[src/rtl/ssx_pkg.sv]
// Package for the stop/subtract/swap/test-mask execution slice.
// Shared by the datapath top and its ALU leaf; no imports expected.
package ssx_pkg;
  localparam int unsigned DATA_W       = 8;
  // Opcodes
  localparam logic [7:0] OP_STOP       = 8'h7F;
  localparam logic [7:0] OP_SUB_FIRST  = 8'h22;
  localparam logic [7:0] OP_SUB_LAST   = 8'h26;
  localparam logic [7:0] OP_SWAP_R     = 8'hF0;
  localparam logic [7:0] OP_SWAP_IR    = 8'hF1;
  localparam logic [7:0] OP_TSTC_FIRST = 8'h62;
  localparam logic [7:0] OP_TSTC_LAST  = 8'h66;
  localparam logic [7:0] OP_TSTM_FIRST = 8'h72;
  localparam logic [7:0] OP_TSTM_LAST  = 8'h76;
  // Low nibble of the two working-register forms
  localparam logic [3:0] LO_WORK_RR    = 4'h2;
  localparam logic [3:0] LO_WORK_RIR   = 4'h3;
  // Lengths in bytes and cycles
  localparam logic [1:0] LEN_ONE       = 2'h1;
  localparam logic [1:0] LEN_TWO       = 2'h2;
  localparam logic [1:0] LEN_THREE     = 2'h3;
  localparam logic [2:0] CYC_SHORT     = 3'h4;
  localparam logic [2:0] CYC_LONG      = 3'h6;
  // Flag register bit positions
  localparam int unsigned FLG_C        = 7;
  localparam int unsigned FLG_Z        = 6;
  localparam int unsigned FLG_S        = 5;
  localparam int unsigned FLG_V        = 4;
  localparam int unsigned FLG_D        = 3;
  localparam int unsigned FLG_H        = 2;
  localparam logic [7:0] FLAGS_RESET   = 8'h00;

  typedef enum logic [2:0] {
    OPK_NONE, OPK_STOP, OPK_SUB, OPK_SWAP, OPK_TSTC, OPK_TSTM
  } ssx_op_e;
endpackage : ssx_pkg

[src/rtl/ssx_exec.sv]
// Execution slice: stop, subtract, nibble swap, mask tests.
// Sequencer hands one decoded instruction with fetched operands per
// strobe; the result and flags go back to the register file.
// How it works
// - Stop opcode 7F halts CPU and system clocks, flags untouched.
// - While stopped no register, flag or port write leaves this block.
// - Only external reset or external interrupt ends the stopped state.
// - Subtract stores dst minus src via two's complement; 4 or 6 cycles.
// - Subtract: C is borrow, Z zero, S negative, V signed overflow.
// - Subtract forces D to one; H set on nibble borrow.
// - Swap exchanges nibbles in 4 cycles; Z,S from result; D,H kept.
// - Complement mask test sets Z,S from ~dst&src, clears V, no write.
// - Mask test sets Z,S from dst&src, clears V, no write.
`timescale 1ns/10ps
module ssx_exec #(
  parameter int unsigned W = ssx_pkg::DATA_W
) (
  input  wire logic         I_CLK_SYS,   // CPU clock
  input  wire logic         I_NRST,      // Sync reset, active low
  input  wire logic         i_start,     // Instruction valid pulse
  input  wire logic [7:0]   i_opcode,    // Opcode byte
  input  wire logic [W-1:0] i_dst,       // Destination operand
  input  wire logic [W-1:0] i_src,       // Source operand or mask
  input  wire logic         i_ext_irq,   // External interrupt request
  output logic              o_busy,      // Instruction executing
  output logic              o_done,      // Pulse in the cycle after the last busy cycle
  output logic              o_known,     // Opcode handled by this slice
  output logic [1:0]        o_len,       // Instruction length, bytes
  output logic [2:0]        o_cycles,    // Execution cycles
  output logic              o_wr_en,     // Write result to destination
  output logic [W-1:0]      o_result,    // Result value
  output logic [7:0]        o_flags,     // Flag register
  output logic              o_clk_run,   // CPU and system clock enable
  output logic              o_stopped    // In stopped state
);
  typedef enum logic [1:0] {ST_IDLE, ST_EXEC, ST_STOP} ssx_state_e;

  ssx_state_e       state_q;
  ssx_pkg::ssx_op_e op_kind, op_q;
  logic [2:0]       cyc_need, cnt_q;
  logic [1:0]       len_d;
  logic [W-1:0]     dst_q, src_q, alu_res;
  logic [7:0]       flags_q, alu_flags;
  logic             alu_wr, last;

  // Decode kind, length and cycle count
  always_comb begin
    op_kind  = ssx_pkg::OPK_NONE;
    len_d    = ssx_pkg::LEN_THREE;
    cyc_need = ssx_pkg::CYC_LONG;
    if (i_opcode == ssx_pkg::OP_STOP) begin
      op_kind  = ssx_pkg::OPK_STOP;
      len_d    = ssx_pkg::LEN_ONE;
      cyc_need = ssx_pkg::CYC_SHORT;
    end else if (i_opcode == ssx_pkg::OP_SWAP_R ||
                 i_opcode == ssx_pkg::OP_SWAP_IR) begin
      op_kind  = ssx_pkg::OPK_SWAP;
      len_d    = ssx_pkg::LEN_TWO;
      cyc_need = ssx_pkg::CYC_SHORT;
    end else begin
      if (i_opcode >= ssx_pkg::OP_SUB_FIRST &&
          i_opcode <= ssx_pkg::OP_SUB_LAST)
        op_kind = ssx_pkg::OPK_SUB;
      else if (i_opcode >= ssx_pkg::OP_TSTC_FIRST &&
               i_opcode <= ssx_pkg::OP_TSTC_LAST)
        op_kind = ssx_pkg::OPK_TSTC;
      else if (i_opcode >= ssx_pkg::OP_TSTM_FIRST &&
               i_opcode <= ssx_pkg::OP_TSTM_LAST)
        op_kind = ssx_pkg::OPK_TSTM;
      if (i_opcode[3:0] == ssx_pkg::LO_WORK_RR ||
          i_opcode[3:0] == ssx_pkg::LO_WORK_RIR)
        len_d = ssx_pkg::LEN_TWO;
      if (i_opcode[3:0] == ssx_pkg::LO_WORK_RR)
        cyc_need = ssx_pkg::CYC_SHORT;
    end
  end

  assign o_known = (op_kind != ssx_pkg::OPK_NONE);
  assign last    = (state_q == ST_EXEC) && (cnt_q == 3'h1);

  // Sequencing and stop state
  always_ff @(posedge I_CLK_SYS) begin
    if (!I_NRST) begin
      state_q <= ST_IDLE;
      cnt_q   <= 3'h0;
      op_q    <= ssx_pkg::OPK_NONE;
    end else begin
      case (state_q)
        ST_IDLE: if (i_start && o_known) begin
          state_q <= ST_EXEC;
          cnt_q   <= cyc_need;
          op_q    <= op_kind;
        end
        ST_EXEC: begin
          cnt_q <= cnt_q - 3'h1;
          if (last)
            state_q <= (op_q == ssx_pkg::OPK_STOP) ? ST_STOP : ST_IDLE;
        end
        ST_STOP: if (i_ext_irq) state_q <= ST_IDLE;
        default: state_q <= ST_IDLE;
      endcase
    end
  end

  // Operand capture
  always_ff @(posedge I_CLK_SYS) begin
    if (!I_NRST) begin
      dst_q <= '0;
      src_q <= '0;
    end else if (state_q == ST_IDLE && i_start && o_known) begin
      dst_q <= i_dst;
      src_q <= i_src;
    end
  end

  ssx_alu #(.W(W)) u_alu (
    .i_op    (op_q),
    .i_dst   (dst_q),
    .i_src   (src_q),
    .i_flags (flags_q),
    .o_res   (alu_res),
    .o_flags (alu_flags),
    .o_wr    (alu_wr)
  );

  // Flag register and result outputs
  always_ff @(posedge I_CLK_SYS) begin
    if (!I_NRST) begin
      flags_q  <= ssx_pkg::FLAGS_RESET;
      o_result <= '0;
      o_wr_en  <= 1'b0;
      o_done   <= 1'b0;
    end else begin
      o_done  <= last;
      o_wr_en <= last && alu_wr;
      if (last && op_q != ssx_pkg::OPK_STOP) begin
        flags_q  <= alu_flags;
        o_result <= alu_res;
      end
      // Stop and stopped state leave flags alone
    end
  end

  // Length and cycle info held for the sequencer
  always_ff @(posedge I_CLK_SYS) begin
    if (!I_NRST) begin
      o_len    <= ssx_pkg::LEN_ONE;
      o_cycles <= ssx_pkg::CYC_SHORT;
    end else if (state_q == ST_IDLE && i_start && o_known) begin
      o_len    <= len_d;
      o_cycles <= cyc_need;
    end
  end

  assign o_flags   = flags_q;
  assign o_busy    = (state_q == ST_EXEC);
  assign o_stopped = (state_q == ST_STOP);
  assign o_clk_run = (state_q != ST_STOP);
endmodule : ssx_exec

[src/rtl/ssx_alu.sv]
// Combinational ALU for subtract, nibble swap and the two mask tests.
// Assumes operands are already fetched; flags in the package layout.
`timescale 1ns/10ps
module ssx_alu #(
  parameter int unsigned W = ssx_pkg::DATA_W
) (
  input  wire ssx_pkg::ssx_op_e i_op,     // Operation kind
  input  wire logic [W-1:0]     i_dst,    // Destination operand
  input  wire logic [W-1:0]     i_src,    // Source operand or mask
  input  wire logic [7:0]       i_flags,  // Current flag register
  output logic [W-1:0]          o_res,    // Result value
  output logic [7:0]            o_flags,  // Updated flag register
  output logic                  o_wr      // Result goes to destination
);
  logic [W:0]   sum;
  logic [4:0]   lo_sum;
  logic [W-1:0] val;

  always_comb begin
    // Two's complement add; carry out means no borrow
    sum    = {1'b0, i_dst} + {1'b0, ~i_src} + {{W{1'b0}}, 1'b1};
    lo_sum = {1'b0, i_dst[3:0]} + {1'b0, ~i_src[3:0]} + 5'h01;
    val    = '0;
    o_flags = i_flags;
    o_wr    = 1'b0;
    case (i_op)
      ssx_pkg::OPK_SUB: begin
        val = sum[W-1:0];
        o_wr = 1'b1;
        o_flags[ssx_pkg::FLG_C] = ~sum[W];
        o_flags[ssx_pkg::FLG_V] = (i_dst[W-1] ^ i_src[W-1]) &
                                  (val[W-1] == i_src[W-1]);
        o_flags[ssx_pkg::FLG_D] = 1'b1;
        o_flags[ssx_pkg::FLG_H] = ~lo_sum[4];
      end
      ssx_pkg::OPK_SWAP: begin
        val = {i_dst[3:0], i_dst[W-1:4]};
        o_wr = 1'b1;
        // Carry and overflow are undefined; left as they were
      end
      ssx_pkg::OPK_TSTC: begin
        val = ~i_dst & i_src;
        o_flags[ssx_pkg::FLG_V] = 1'b0;
      end
      ssx_pkg::OPK_TSTM: begin
        val = i_dst & i_src;
        o_flags[ssx_pkg::FLG_V] = 1'b0;
      end
      default: val = '0;
    endcase
    if (i_op == ssx_pkg::OPK_SUB || i_op == ssx_pkg::OPK_SWAP ||
        i_op == ssx_pkg::OPK_TSTC || i_op == ssx_pkg::OPK_TSTM) begin
      o_flags[ssx_pkg::FLG_Z] = (val == '0);
      o_flags[ssx_pkg::FLG_S] = val[W-1];
    end
    o_res = val;
  end
endmodule : ssx_alu

[config.mk]
export PLATFORM = sky130hd
export DESIGN_NAME = ssx_exec
export DESIGN_NICKNAME = d
export VERILOG_FILES = /design/src/rtl/ssx_pkg.sv /design/src/rtl/ssx_exec.sv /design/src/rtl/ssx_alu.sv
export SDC_FILE = /design/constraint.sdc
export NUM_CORES = 1
export LEC_CHECK = 0
export BUFFER_PORTS_ARGS = -buffer_cell sky130_fd_sc_hd__buf_2
export CAP_MARGIN = 10
export CORE_MARGIN = 2
export CORE_UTILIZATION = 54
export CTS_CLUSTER_SIZE = 30
export DETAILED_ROUTE_END_ITERATION = 16
export GPL_ROUTABILITY_DRIVEN = 0
export PLACE_DENSITY = 0.81
export REMOVE_ABC_BUFFERS = 1
export SYNTH_ARGS = -nofsm -noshare
export SYNTH_HDL_FRONTEND = slang
export SYNTH_SLANG_ARGS = --single-unit
[constraint.sdc]
create_clock -name I_CLK_SYS -period 2.65 [get_ports I_CLK_SYS]
set_input_delay 0 -clock I_CLK_SYS [delete_from_list [all_inputs] [get_ports I_CLK_SYS]]
set_output_delay 0 -clock I_CLK_SYS [all_outputs]
set_load 0.1 [all_outputs]
==> results of run 1 <==
## area by class of cell
class,count,area share [%]
inverters,21,2.57
multi-input cells,239,49.3
clock buffers,6,2.36
flip-flops and latches,43,28.0
well taps,54,2.20
clock inverters,2,0.407
repair buffers,73,15.1
## metal layers
layer | GRT usage [%] | wire length, um
met1 | 31.0 | 2790
met2 | 41.8 | 2970
met3 | 4.42 | 280
met4 | 10.1 | 150
met5 | 0 | 0
## critical path: stages, from the launching register on
cell      delay (ns)
dfxtp_1         0.33
inv_1           0.08
ha_1            0.17
inv_1           0.05
fa_1            0.39
a21o_1          0.20
a2111o_1        0.39
xnor2_1         0.13
a21oi_1         0.19
nand2_1         0.08
a21oi_1         0.16
## sequential cells by signal, indices dropped and copies added (netlist names)
signal / count
dst_q: 8
o_result: 8
src_q: 8
o_flags: 6
cnt_q: 3
op_q: 3
o_len: 2
state_q: 2
o_cycles: 1
o_done: 1
o_wr_en: 1
## metrics by stage
step / power [mW] / worst slack (ns) / cell area (um^2) / util [%]
floorplan: 0.776 / 0.456 / 2450 / -
global placement: 0.819 / 0.509 / 2820 / 60.9
detailed placement: 0.822 / 0.476 / 2820 / 60.9
CTS: 1.24 / 0.402 / 3070 / 66.4
global route: 1.28 / 0.275 / 3070 / 66.4
finish: 1.24 / 0.401 / 3070 / 66.4
## synthesized netlist by cell type (3+ instances only)
cell,instances,area [um^2]
a211oi_1,6,45.0
a21oi_1,35,175
a31oi_1,6,37.5
a32o_1,7,70.1
a32oi_1,4,35.0
and2_1,3,18.8
and3_1,5,31.3
buf_4,6,45.0
clkbuf_1,11,41.3
dfxtp_1,43,861
ha_1,10,125
inv_1,20,75.1
mux2i_1,3,30.0
nand2_1,29,109
nand2b_1,8,50.1
nand3_1,24,120
nand3b_1,3,22.5
nand4_1,3,18.8
nor2_1,24,90.1
nor3_1,4,20.0
nor3b_1,4,30.0
o211ai_1,3,22.5
o21a_1,5,37.5
o21ai_0,9,45.0
xnor2_1,5,43.8
## power groups by stage
stage | Clock (mW) | Combinational, mW | Sequential [mW]
after floorplan | 0 | 0.0980 | 0.678
after global placement | 0 | 0.146 | 0.674
after detailed placement | 0 | 0.148 | 0.674
after CTS | 0.415 | 0.167 | 0.659
after global routing | 0.440 | 0.185 | 0.660
final | 0.408 | 0.169 | 0.659
## kinds of logic (layout without fill, tap and decap cells)
| logic type | Yosys count | after routing |
|---|---|---|
| compound gates | 93 | 93 |
| flops | 43 | 43 |
| buf+inv | 42 | 102 |
| xor+xnor | 5 | 5 |
| mux | 4 | 4 |
| fa+ha+maj | 11 | 11 |
| simple gates | 122 | 122 |
| other cells | 2 | 4 |
## worst paths after layout
kind | endpoint | slack (ns) | depth (start not counted)
min | state_q[0] | 0.04 | 3
min reg2reg | o_flags[5] | 0.46 | 2
max reg2reg | o_result[6] | 0.40 | 10
max | o_result[6] | 0.40 | 10
## timing repair
action / in CTS / in global routing
resized for setup: 0 / 0
hold endpoints to repair: 17 / 0
hold buffers: 17 / 0
==> metrics.yaml, run 1 <==
sta:
  max_slew_margin_pct: 50.4
  slew_violations: 0
  fin_skew_ns: 0.00956
  finalCriticalPeriod_ns: 2.25
  worst_slew_pin_slew_ns: 0.743
  setup_tns_ns: 0
  min_period_over_period_pct: 84.9
  holdWs_ns: 0.0388
  hold_violations: 0
  setup_violations: 0
  rsz0062_at_grt: "false"
  clock.fmax_ghz: 0.445
synthesis:
  synthFlopType: "dfxtp_1"
  synth_compound_area_share_pct: 24.4
  yosysWarnings: 0
  syn_avg_cell_area_um2: 7.95
  ys_seq_elements: 43
  synthMuxAreaShare_pct: 1.61
  ys_async_sr_fraction_pct: 0
  synth-seq-area-share_pct: 33.6
  syn_area_um2: 2560
  synthXorXnorAreaFrac_pct: 1.71
  synth-edff-count: 0
  synth_cells: 322
  synth_adder_area_share_pct: 5.67
  synth_top_family_by_area: "simple AND/OR/NAND/NOR gates"
  yosysUniqueCellTypes: 58
  synth-simple-area-share_pct: 25.2
die:
  core_area_um2: 4630
  ios: 55
  rows: 25
  initial_core_util_pct: 55.3
  die_y_um: 72.8
  die_x_um: 72.8
  dieArea_um2: 5300
layout:
  drive_above_1_share_pct: 19.0
  insertedDiodeCount: 0
  nFillCells: 403
  fin_cells: 438
  area_growth_pct: 20.1
  final_common_cell: "buf_2"
  ff_latch_area_um2: 861
  mostFrequentLayoutCells: "buf_2, dfxtp_1, a21oi_1, nand2_1"
  final_nets: 422
  multi_input_area_um2: 1520
detailed_routing:
  via_count: 2568
  drcViolationCount: 0
  drtIter0Drc: 232
  first_pass_iters: 4
  viasPerCell: 5.86
  drtAntennaViolNets: 0
  avgRoutedWirePerCell_um: 14.1
  drt-total-wl_um: 6190
pwr:
  power.density_nw_per_um2: 402
  clkPwrFrac_pct: 33.0
  pwr-share-seq_pct: 53.3
  leakage_nw: 1.18
  irDropWorstVdd_mv: 0.251
  sw_frac_of_total_pct: 26.9
  power.switching_mw: 0.333
  internal_power_mw: 0.903
  p_comb_share_pct: 13.7
clock_tree:
  htreeDepth: 2
  cts_root_buffer: "clkbuf_8"
  post-cts-setup-buffers: 0
  numCtsBuffers: 5
  clock_sinks: 43
  cts_tree: "yes"
  clk-insertion-delay-late_ns: 0.30
  cts_buffer_depth: 2
  path_clk_slew_ns: 0.08
worst_setup_path:
  crit_path_end_kind: "flop"
  worstPathArrival_ns: 2.47
  cp-start-kind: "flop"
  reg2reg_from: "dst_q[0]"
  cp_max_fo: 4
  critPathKind: "flop to flop"
  crit_start: "dst_q[0]"
  crit_required_ns: 2.87
placement:
  dp_hpwl_um: 4440
  io_buffers: 50
  placed_cells: 413
min_path:
  hold_path.startpoint: "i_start"
  hold_path_class: "input port to flop"
global_routing:
  grt_usage_pct: 24.7
  first_global_vias: 2331
  gr-total-overflow: 0
  grt_pass1_wl_um: 10400
  antenna_found_initial: 0
  grt_max_degree: 38
run_status:
  status: "completed"
job:
  maxCapViolCount: 0
Note: power is estimated with default switching activity, not from simulation.
==> run 2, diff against run 1 <==
--- a/config.mk
+++ b/config.mk
@@ -5,14 +5,15 @@
 export SDC_FILE = /design/constraint.sdc
 export NUM_CORES = 1
 export LEC_CHECK = 0
+export ABC_AREA = 1
 export BUFFER_PORTS_ARGS = -buffer_cell sky130_fd_sc_hd__buf_2
 export CAP_MARGIN = 10
 export CORE_MARGIN = 2
-export CORE_UTILIZATION = 54
+export CORE_UTILIZATION = 55
 export CTS_CLUSTER_SIZE = 30
 export DETAILED_ROUTE_END_ITERATION = 16
 export GPL_ROUTABILITY_DRIVEN = 0
-export PLACE_DENSITY = 0.81
+export PLACE_DENSITY = 0.82
 export REMOVE_ABC_BUFFERS = 1
 export SYNTH_ARGS = -nofsm -noshare
 export SYNTH_HDL_FRONTEND = slang
==> constraint.sdc (replaced) <==
create_clock -name I_CLK_SYS -period 2.1 [get_ports I_CLK_SYS]
set_input_delay 0 -clock I_CLK_SYS [delete_from_list [all_inputs] [get_ports I_CLK_SYS]]
set_output_delay 0 -clock I_CLK_SYS [all_outputs]
set_load 0.1 [all_outputs]
==> metrics.yaml, run 2 <==
worst_setup_path:
  cp_max_fo: 2
  crit_required_ns: 2.33
  crit_slowest_cell: "fa_2"
  cp_cell_sequence: "inv_2, ha_4, inv_4, fa_2, inv_1, nand2_1, nand3_2, nand2_1, nor2_1, nand3_1, nor3_2, nand4_1, a21oi_1"
  slowest_delay_ns: 0.42
  cp-start-kind: "flop"
  crit_path_end_kind: "flop"
  worstPathArrival_ns: 2.25
  crit_top_cell: "nand2_1"
  critPathKind: "flop to flop"
global_routing:
  grt_pass1_wl_um: 11200
  first_global_vias: 2604
  antenna_found_initial: 0
  grt_usage_pct: 26.8
  grt_max_degree: 37
  gr-total-overflow: 0
detailed_routing:
  first_pass_iters: 5
  drtIter0Drc: 218
  via_count: 2836
  drt-total-wl_um: 6770
  viasPerCell: 5.35
  avgRoutedWirePerCell_um: 12.8
  drcViolationCount: 0
  drtAntennaViolNets: 0
pwr:
  irDropWorstVdd_mv: 0.524
  power.switching_mw: 0.809
  internal_power_mw: 1.56
  leakage_nw: 1.67
  clkPwrFrac_pct: 32.5
  p_comb_share_pct: 29.6
  sw_frac_of_total_pct: 34.1
  pwr-share-seq_pct: 37.9
  power.density_nw_per_um2: 734
layout:
  nFillCells: 401
  insertedDiodeCount: 0
  fin_util_pct: 69.3
  area_growth_pct: 22.7
  fin_cells: 530
  mostFrequentLayoutCells: "nand2_1, inv_1, buf_2, dfxtp_1, nor2_1"
  ff_latch_area_um2: 862
  final_common_cell: "nand2_1"
  final_nets: 514
  drive_above_1_share_pct: 20.0
  reg_top3: "dst_q: 8 flops, o_result: 8 flops, src_q: 8 flops"
  multi_input_area_um2: 1450
sta:
  finalCriticalPeriod_ns: 2.01
  fin_skew_ns: 0.00697
  max_slew_margin_pct: 61.8
  clock.fmax_ghz: 0.497
  rsz0062_at_grt: "true"
  slew_violations: 0
  worst_slew_pin_slew_ns: 0.572
  hold_violations: 0
  setup_violations: 0
  min_period_over_period_pct: 95.9
die:
  core_area_um2: 4660
  ios: 55
  dieArea_um2: 5360
  initial_core_util_pct: 56.5
  rows: 25
  die_y_um: 73.2
  die_x_um: 73.2
synthesis:
  synthMuxAreaShare_pct: 0
  synth_top_family_by_area: "simple AND/OR/NAND/NOR gates"
  ys_async_sr_fraction_pct: 0
  synth_top_area_cell: "dfxtp_1"
  yosysMostFrequentCell: "nand2_1"
  synth_area_leaders: "dfxtp_1, nand2_1, inv_1, a21oi_1, nor2_1"
  ys_seq_elements: 43
  synthFlopType: "dfxtp_1"
  synth_top_area_share_pct: 32.7
  yosysWarnings: 0
  synthXorXnorAreaFrac_pct: 1.33
  synth_adder_area_share_pct: 5.51
  syn_avg_cell_area_um2: 6.47
  synth-seq-area-share_pct: 32.7
  yosysUniqueCellTypes: 31
  syn_area_um2: 2630
  synth_compound_area_share_pct: 16.3
  synthTopCellsByCount: "nand2_1, inv_1, dfxtp_1, nor2_1, a21oi_1"
  synth-simple-area-share_pct: 30.5
  synth_cells: 407
  synth-edff-count: 0
clock_tree:
  htreeDepth: 2
  numCtsBuffers: 5
  cts_tree: "yes"
  path_clk_slew_ns: 0.08
  cts_buffer_depth: 2
  clk-insertion-delay-late_ns: 0.30
  cts_root_buffer: "clkbuf_8"
  clock_sinks: 43
run_status:
  status: "completed"
placement:
  io_buffers: 50
  dp_hpwl_um: 4900
  placed_cells: 504
min_path:
  hold_path_class: "input port to flop"
job:
  maxCapViolCount: 0
==> run 2: cell types whose count changed in the layout (fill, tap and decap cells not counted), sizes merged, moves of 5 or more <==
cell | previous run | this run
o21a | 5 | 0
and3 | 5 | 0
inv | 21 | 66
nand2b | 8 | 0
o21ai | 9 | 33
a21oi | 35 | 40
a211oi | 8 | 0
nor2 | 24 | 41
nand2 | 30 | 105
a32o | 7 | 0
nor3 | 4 | 10
a31oi | 6 | 1
==> run 2: power by group through the flow <==
stage | Clock, mW | Combinational (mW) | Sequential [mW]
2_1_floorplan | 0 | 0.434 | 0.970
3_3_place_gp | 0 | 0.624 | 0.913
3_5_place_dp | 0 | 0.645 | 0.917
4_1_cts | 0.774 | 0.670 | 0.898
5_1_grt | 0.807 | 0.772 | 0.906
6_report | 0.770 | 0.701 | 0.900
==> run 2: worst paths after layout <==
kind | from | end | slack, ns | cells past startpoint
worst min-delay path | i_dst[0] | dst_q[0] | 0.02 | 3
worst max register to register | dst_q[0] | o_flags[6] | 0.09 | 13
worst min register to register | o_flags[4] | o_flags[4] | 0.46 | 2
worst max-delay path | dst_q[0] | o_flags[6] | 0.09 | 13
==> run 2: layout make-up <==
| type | count | area share [%] |
|---|---|---|
| clock inverter | 2 | 1.86 |
| multi-input combinational | 285 | 45.0 |
| clock buffer | 6 | 2.25 |
| timing repair buffer | 74 | 14.4 |
| inverter | 66 | 7.75 |
| sequential | 43 | 26.7 |
| tap | 54 | 2.09 |
==> run 2: kinds of logic after synthesis <==
group | after synthesis
AND/OR/NAND/NOR | 188
buffers and inverters | 81
AO/OA/AOI/OAI | 78
flip-flops | 43
adder cells (fa/ha/maj) | 11
XOR/XNOR | 4
other | 2
==> run 2: stage by stage <==
stage | setup slack [ns] | area [um^2] | setup TNS, ns | hold WS (ns) | power, mW
5_1_grt | -0.0454 | 3230 | -0.0454 | 0.0440 | 2.49
3_3_place_gp | 0.188 | 2900 | 0 | 0.258 | 1.54
6_report | 0.0863 | 3230 | 0 | 0.0199 | 2.37
4_1_cts | 0.0979 | 3170 | 0 | 0.00594 | 2.34
2_1_floorplan | -1.18 | 2540 | -1.65 | 0.0842 | 1.40
3_5_place_dp | 0.112 | 2900 | 0 | 0.267 | 1.56
==> run 2: critical path, delay by kind of cell, from the launching register on <==
kind	cells	cell delay [ns]
compound gates	1	0.15
fa+ha+maj	2	0.57
buf+inv	3	0.16
flops	1	0.34
simple gates	7	0.75
==> run 2: timing repair <==
item / in CTS / in global routing
setup buffers: 0 / 4
hold buffers: 14 / 0
endpoints found under the setup margin: 0 / 1
hold endpoints to repair: 14 / 0
gates resized for setup: 0 / 9
==> run 2: per-layer routing <==
metal	track usage (%)	wire (um)	vias up
met1	31.7	2760	1248
li1	-	-	1420
met3	4.83	406	29
met2	46.6	3340	139
met4	12.3	257	0
met5	0	0	-
